### config.mk
export PLATFORM = sky130hd
export DESIGN_NAME = pts_timebase_selector
export DESIGN_NICKNAME = d
export VERILOG_FILES = /design/src/hdl/pts_pkg.sv /design/src/hdl/pts_timebase_selector.sv
export SDC_FILE = /design/constraint.sdc
export NUM_CORES = 1
export LEC_CHECK = 0
export ABC_AREA = 1
export BUFFER_PORTS_ARGS = -buffer_cell sky130_fd_sc_hd__buf_2
export CAP_MARGIN = 25
export CORE_MARGIN = 3
export CORE_UTILIZATION = 45
export CTS_BUF_LIST = sky130_fd_sc_hd__clkbuf_8
export CTS_CLUSTER_SIZE = 8
export DETAILED_ROUTE_END_ITERATION = 7
export GPL_TIMING_DRIVEN = 0
export PLACE_DENSITY = 0.88
export SLEW_MARGIN = 20
export SYNTH_ARGS = -nofsm -noshare
export SYNTH_HDL_FRONTEND = slang
export SYNTH_SLANG_ARGS = --single-unit
### constraint.sdc
create_clock -name clock -period 2.62 [get_ports clock]
set_input_delay 0.524 -clock clock [delete_from_list [all_inputs] [get_ports clock]]
set_output_delay 0.524 -clock clock [all_outputs]
set_load 0.03 [all_outputs]
### src/hdl/pts_pkg.sv
// Constants for the PWM timebase selector.
// Assumes a 32-bit Avalon-MM slave with word addresses as byte offsets.
// What this block does
// - Four 2-bit selector fields in one register.
// - Code 00 selects Timer 2 timebase.
// - Code 01 selects Timer 4 timebase.
// - Code 10 selects Timer 6 timebase.
// - Field picks its unit's timebase; valid is set only in PWM mode.
package pts_pkg;
  // ----------------------------------------
  // Register map
  // ----------------------------------------
  localparam logic [7:0]  OFS_TIMER_SELECT = 8'h00;
  localparam logic [7:0]  OFS_STATUS       = 8'h04;
  localparam logic [7:0]  RST_TIMER_SELECT = 8'h00;
  localparam int          SEL_W            = 2;
  localparam int          NUM_UNITS        = 4;
  localparam int          TMR_W            = 8;
  // ----------------------------------------
  // Selector codes
  // ----------------------------------------
  typedef enum logic [1:0] {
    PTS_TMR2 = 2'h0,
    PTS_TMR4 = 2'h1,
    PTS_TMR6 = 2'h2,
    PTS_RSVD = 2'h3
  } pts_sel_t;
endpackage

### src/hdl/pts_timebase_selector.sv
// PWM timebase selector register and per-unit timer multiplexers.
// Assumes timer inputs and PWM-mode flags synchronous to clock.
//
// The implementer's own choices: the Avalon-MM interface to the registers and the address map.
`timescale 1ns/100ps
module pts_timebase_selector
  import pts_pkg::*;
(
  // Clock and reset
  input  wire logic                       clock,
  input  wire logic                       nrst,
  // Avalon-MM slave
  input  wire logic [7:0]                 address,
  input  wire logic                       read,
  input  wire logic                       write,
  input  wire logic [31:0]                writedata,
  input  wire logic [3:0]                 byteenable,
  output logic      [31:0]                readdata,
  output logic                            waitrequest,
  output logic      [1:0]                 response,
  // Timer values
  input  wire logic [TMR_W-1:0]           tmr2Count,
  input  wire logic [TMR_W-1:0]           tmr4Count,
  input  wire logic [TMR_W-1:0]           tmr6Count,
  input  wire logic [TMR_W-1:0]           tmr2Period,
  input  wire logic [TMR_W-1:0]           tmr4Period,
  input  wire logic [TMR_W-1:0]           tmr6Period,
  // Units
  input  wire logic [NUM_UNITS-1:0]       unitPwmMode,
  output logic      [NUM_UNITS*TMR_W-1:0] unitTimebaseCount,
  output logic      [NUM_UNITS*TMR_W-1:0] unitTimebasePeriod,
  output logic      [NUM_UNITS-1:0]       unitTimebaseValid,
  output logic      [NUM_UNITS*SEL_W-1:0] unitTimebaseSel
);
  // ----------------------------------------
  // Register and bus
  // ----------------------------------------
  logic [7:0] selReg_q;
  logic       ack_q;
  logic [31:0] rdata_q;
  logic [1:0]  resp_q;

  // One wait cycle per access; answer comes on the second edge
  assign waitrequest = (read | write) & ~ack_q;
  assign readdata    = rdata_q;
  assign response    = resp_q;

  always_ff @(posedge clock) begin
    if (!nrst) begin
      ack_q <= 1'b0;
    end else begin
      ack_q <= (read | write) & ~ack_q;
    end
  end

  always_ff @(posedge clock) begin
    if (!nrst) begin
      selReg_q <= RST_TIMER_SELECT;
    end else if (write && !ack_q && address == OFS_TIMER_SELECT && byteenable[0]) begin
      selReg_q <= writedata[7:0];
    end
  end

  // Unmapped addresses read zero, answer SLVERR
  always_ff @(posedge clock) begin
    if (!nrst) begin
      rdata_q <= 32'h0000_0000;
      resp_q  <= 2'h0;
    end else if ((read | write) && !ack_q) begin
      resp_q  <= (address == OFS_TIMER_SELECT || address == OFS_STATUS) ? 2'h0 : 2'h2;
      rdata_q <= 32'h0000_0000;
      if (read && address == OFS_TIMER_SELECT) begin
        rdata_q <= {24'h00_0000, selReg_q};
      end else if (read && address == OFS_STATUS) begin
        rdata_q <= {28'h000_0000, unitTimebaseValid};
      end
    end
  end

  // ----------------------------------------
  // Per-unit multiplexers
  // ----------------------------------------
  genvar u;
  generate
    for (u = 0; u < NUM_UNITS; u++) begin : g_unit
      pts_sel_t sel;
      assign sel = pts_sel_t'(selReg_q[u*SEL_W +: SEL_W]);
      assign unitTimebaseSel[u*SEL_W +: SEL_W] = selReg_q[u*SEL_W +: SEL_W];
      always_ff @(posedge clock) begin
        if (!nrst) begin
          unitTimebaseCount[u*TMR_W +: TMR_W]  <= '0;
          unitTimebasePeriod[u*TMR_W +: TMR_W] <= '0;
          unitTimebaseValid[u]                 <= 1'b0;
        end else begin
          unitTimebaseValid[u] <= unitPwmMode[u] && (sel != PTS_RSVD);
          case (sel)
            PTS_TMR2: begin
              unitTimebaseCount[u*TMR_W +: TMR_W]  <= tmr2Count;
              unitTimebasePeriod[u*TMR_W +: TMR_W] <= tmr2Period;
            end
            PTS_TMR4: begin
              unitTimebaseCount[u*TMR_W +: TMR_W]  <= tmr4Count;
              unitTimebasePeriod[u*TMR_W +: TMR_W] <= tmr4Period;
            end
            PTS_TMR6: begin
              unitTimebaseCount[u*TMR_W +: TMR_W]  <= tmr6Count;
              unitTimebasePeriod[u*TMR_W +: TMR_W] <= tmr6Period;
            end
            default: begin
              unitTimebaseCount[u*TMR_W +: TMR_W]  <= '0;
              unitTimebasePeriod[u*TMR_W +: TMR_W] <= '0;
            end
          endcase
        end
      end
    end
  endgenerate
endmodule

[After elaboration in Yosys (flattened, before gate mapping)]
Cells that the tools add are included.
Word-level totals
  bits in registers: 111
  latch bits: 0
  memory bits (writable): 0
  ROM bits: 0
  bits of input ports: 100
  memories: 0
Cells by class
  add/subtract/negate cells: 0
  multipliers: 0
  divide/modulo/power cells: 0
  order comparisons: 0
  equal/unequal tests: 13
  shift-type cells: 0
  muxes and demuxes: 11
  bitwise logic cells: 3
  reductions and logical operators: 17
Operators with widths (count)
  $pmux W8 S3: 8
  $logic_and A1 B1 Y1: 10
  $eq A2 B1 Y1 const B: 4
  $eq A2 B2 Y1 const B: 4
  $eq A8 B3 Y1 const B: 1
  $logic_not A2 Y1: 4
  $logic_not A8 Y1: 1
  $mux W8: 1
  $ne A2 B2 Y1 const B: 4
  $mux W4: 1
  $mux W2: 1
  $and A1 B1 Y1: 1
  $logic_not A1 Y1: 1
  $logic_or A1 B1 Y1: 1
  $not A1 Y1: 1
  $or A1 B1 Y1: 1

[Depth between registers and ports, before layout]
  depth in word-level cells: 4
  gate-level depth with buffers: 8
  gate-level depth less buffers: 8

[Worst setup path before layout]
Ideal clock, no wire load.
  path kind: input -> output
  start point: in write
  end point: out waitrequest
  arrival: 1.021 ns
  data required time: 2.096 ns
  path slack: 1.075 ns
  stages on the path: 3
  buffers on the path: 1
  cell sequence: inv_1 a21oi_4 buf_4
On the way
  longest elaborated chain between the ends: 2
RTL lines
  start, declared: line pts_timebase_selector.sv:15  | input wire logic write,
  $or A1 B1 Y1: line pts_timebase_selector.sv:44  | assign waitrequest = (read | write) & ~ack_q;
  $and A1 B1 Y1: line pts_timebase_selector.sv:44
  end, declared: line pts_timebase_selector.sv:19  | output logic waitrequest,
Every way passes these cells.

[Worst setup path after layout]
  start point: in read
  end point: out waitrequest
On the way
  longest elaborated chain between the ends: 2
RTL lines
  start, declared: line pts_timebase_selector.sv:14  | input wire logic read,
  $or A1 B1 Y1: line pts_timebase_selector.sv:44
  $and A1 B1 Y1: line pts_timebase_selector.sv:44
Every way passes these cells.

==> results_dict.tcl <==
set metrics [dict create \
    status "finished, final reports clean" \
    crit_path_top_delay_cell "a21oi_4" \
    htreeDepth 3 \
    cp_slowest_stage_delay_ns 0.25 \
    cp-start-kind "input port" \
    antenna_found_initial 1 \
    min_from "writedata[6]" \
    cts_tree "yes" \
    synth_top_area_cell "dfxtp_1" \
    crit_fanout 10 \
    layout_commonest_cell "buf_2" \
    p_sw_frac 0.291 \
    switching_power_uw 896 \
    holdPathEnd "unitTimebaseSel[6]" \
    ys_ff_latch 86 \
    tns_ns 0 \
    rows 33 \
    vias 4334 \
    setup_viol_count_final 0 \
    place_congestion 0.888 \
    powerDensity_nw_per_um2 593 \
    yosysTopAreaCellShare 0.437 \
    ys_warn_count 0 \
    whs_path_depth 3 \
    cts_buffers 9 \
    clk_latency_ns 0.36 \
    cp.required_ns 2.10 \
    syn2layout_area_growth_pct 31.8 \
    max_cap_viol_count 0 \
    min_period_ns 1.96 \
    finalWirelength_um 13200 \
    seq_area_frac_synth 0.437 \
    yosysUniqueCellTypes 21 \
    grt_max_degree 16 \
    rrSetupSlack_ns 0.89 \
    initial_core_util 0.471 \
    ys_top_cells_by_area "dfxtp_1, nand2_1, o221ai_1" \
    worstSetupPathType "input port to output pin" \
    cts_root_buf "clkbuf_8" \
    post-cts-setup-buffers 0 \
    utilization 0.620 \
    io_pins 211 \
    worst_pin_slew_ns 0.648 \
    n_fill_cell 763 \
    cts-resized-gates 0 \
    drt_iter0_drc 282 \
    vdd_drop_max_v 0.000311 \
    final-hold-violation-count 0 \
    viasPerCell 5.15 \
    grt_first_pass_wirelength_um 20000 \
    comb_power_share 0.178 \
    holdBufCountCts 0 \
    grt_overflow 0 \
    diodes 0 \
    nNetsFinal 832 \
    r2r_cells 6 \
    cts.clk_slew.worst_paths_ns 0.09 \
    intPower_mw 2.19 \
    max_slew_margin 0.568 \
    clkPwrFrac 0.370 \
    p_leak_nw 3.18 \
    pwr-share-seq 0.452 \
    r2r-start "unitTimebaseSel[2]" \
    core_um2 8380 \
    holdCritPathClass "input port to flop" \
    path_delay_family "buffers and inverters" \
    crit_path_frequent_cell "buf_2" \
    period_share 0.747 \
    finClkSkew_ns 0.0103 \
    critPathBufInv 4 \
    cts_sinks 86 \
    final_cell_mix "buf_2, nand2_1, inv_1" \
    portBuffers 157 \
    slew_violations 0 \
    rr_endpoint "unitTimebaseCount[8]" \
    dieHeight_um 99.6 \
    drc_errors 0 \
    synth.cell_area_um2 3940 \
    rsz0062_at_grt "no" \
    dieArea_um2 9920 \
    drtPass1Iterations 5 \
    grt_use_total 0.254 \
    syn-instance-count 540 \
    syn_area_per_cell_um2 7.30 \
    ant_nets 0 \
    cts_buffer_depth 2 \
    cp-end-kind "output pin" \
    crit_start "read" \
    grt_pass1_vias 4217 \
    layout-drive-gt1-share 0.299 \
    crit_arrival_ns 1.43 \
    wl_per_cell_um 15.7 \
    die_w_um 99.6 \
    fmaxAchievable_ghz 0.511 \
    hpwl_um 9630 \
    cp_cell_sequence "buf_2 > inv_2 > a21oi_4 > buf_4 > buf_2" \
]
[worst max-delay path by stage]
stage / end / slack [ns] / cells past startpoint
floorplan: waitrequest / 1.07 / 3
global placement: waitrequest / 0.73 / 5
detailed placement: waitrequest / 0.68 / 5
CTS: waitrequest / 0.68 / 5
global route: waitrequest / 0.64 / 5
finish: waitrequest / 0.66 / 5
[worst reg2reg max path: cells and delay by family, from the launching register on]
| family | cells | cell delay [ns] |
|---|---|---|
| and+or+nand+nor | 3 | 0.72 |
| buffers and inverters | 2 | 0.46 |
| AOI/OAI and AO/OA | 1 | 0.10 |
| DFF | 1 | 0.38 |
[per-layer routing]
layer	vias to the layer above	share of wire	GRT usage
met5	-	0.0011	0
met4	2	0.034	0.132
met3	58	0.10	0.0554
met2	294	0.47	0.415
met1	1928	0.39	0.312
li1	2052	-	-
[stage by stage]
step / power, mW / instance area [um^2] / setup WS, ns / instances / hold WS, ns
after CTS: 3.08 / 5200 / 0.678 / 842 / 0.380
after detailed placement: 1.96 / 4950 / 0.685 / 826 / 0.465
after floorplan: 1.79 / 4030 / 1.07 / 564 / 0.578
after global routing: 3.19 / 5200 / 0.636 / 842 / 0.381
after global placement: 1.95 / 4950 / 0.725 / 826 / 0.453
final: 3.08 / 5200 / 0.662 / 842 / 0.381
[registers in the layout, indices dropped and copies added (netlist names)]
signal / cells
response: 1
unitTimebaseValid: 4
unitTimebaseSel: 8
readdata: 8
unitTimebaseCount: 32
ack_q: 1
unitTimebasePeriod: 32
[cell usage after synthesis]
cell type,number
a21oi_1,5
a21oi_4,1
buf_1,4
buf_2,14
buf_4,26
clkbuf_1,3
conb_1,1
dfxtp_1,86
inv_1,113
inv_2,2
nand2_1,150
nand3_1,10
nand3_2,1
nor2_1,38
nor2_2,1
nor2_4,1
o21ai_0,16
o21ai_2,1
o21bai_1,2
o221ai_1,64
or2_0,1
[power groups by stage]
stage	clock, mW	sequential [mW]	combinational, mW
floorplan	0	1.55	0.237
global placement	0	1.42	0.526
detailed placement	0	1.42	0.541
CTS	1.15	1.39	0.543
global route	1.20	1.40	0.589
finish	1.14	1.39	0.549
[cell families after synthesis]
logic type / after synthesis / share of synthesized area
AND/OR/NAND/NOR: 202 / 0.200
buffers and inverters: 162 / 0.183
AO/OA/AOI/OAI: 89 / 0.179
flip-flops: 86 / 0.437
other: 1 / 0.000951
[layout make-up]
type	count	area (um^2)	share of cell area
buffer	47	292	0.0561
inverter	115	432	0.0831
multi-input combinational	316	1590	0.306
tap	105	131	0.0253
clock buffer	9	124	0.0238
timing repair buffer	157	786	0.151
sequential	86	1720	0.331
clock inverter	7	121	0.0234
Power figures use the tool's default switching activity.
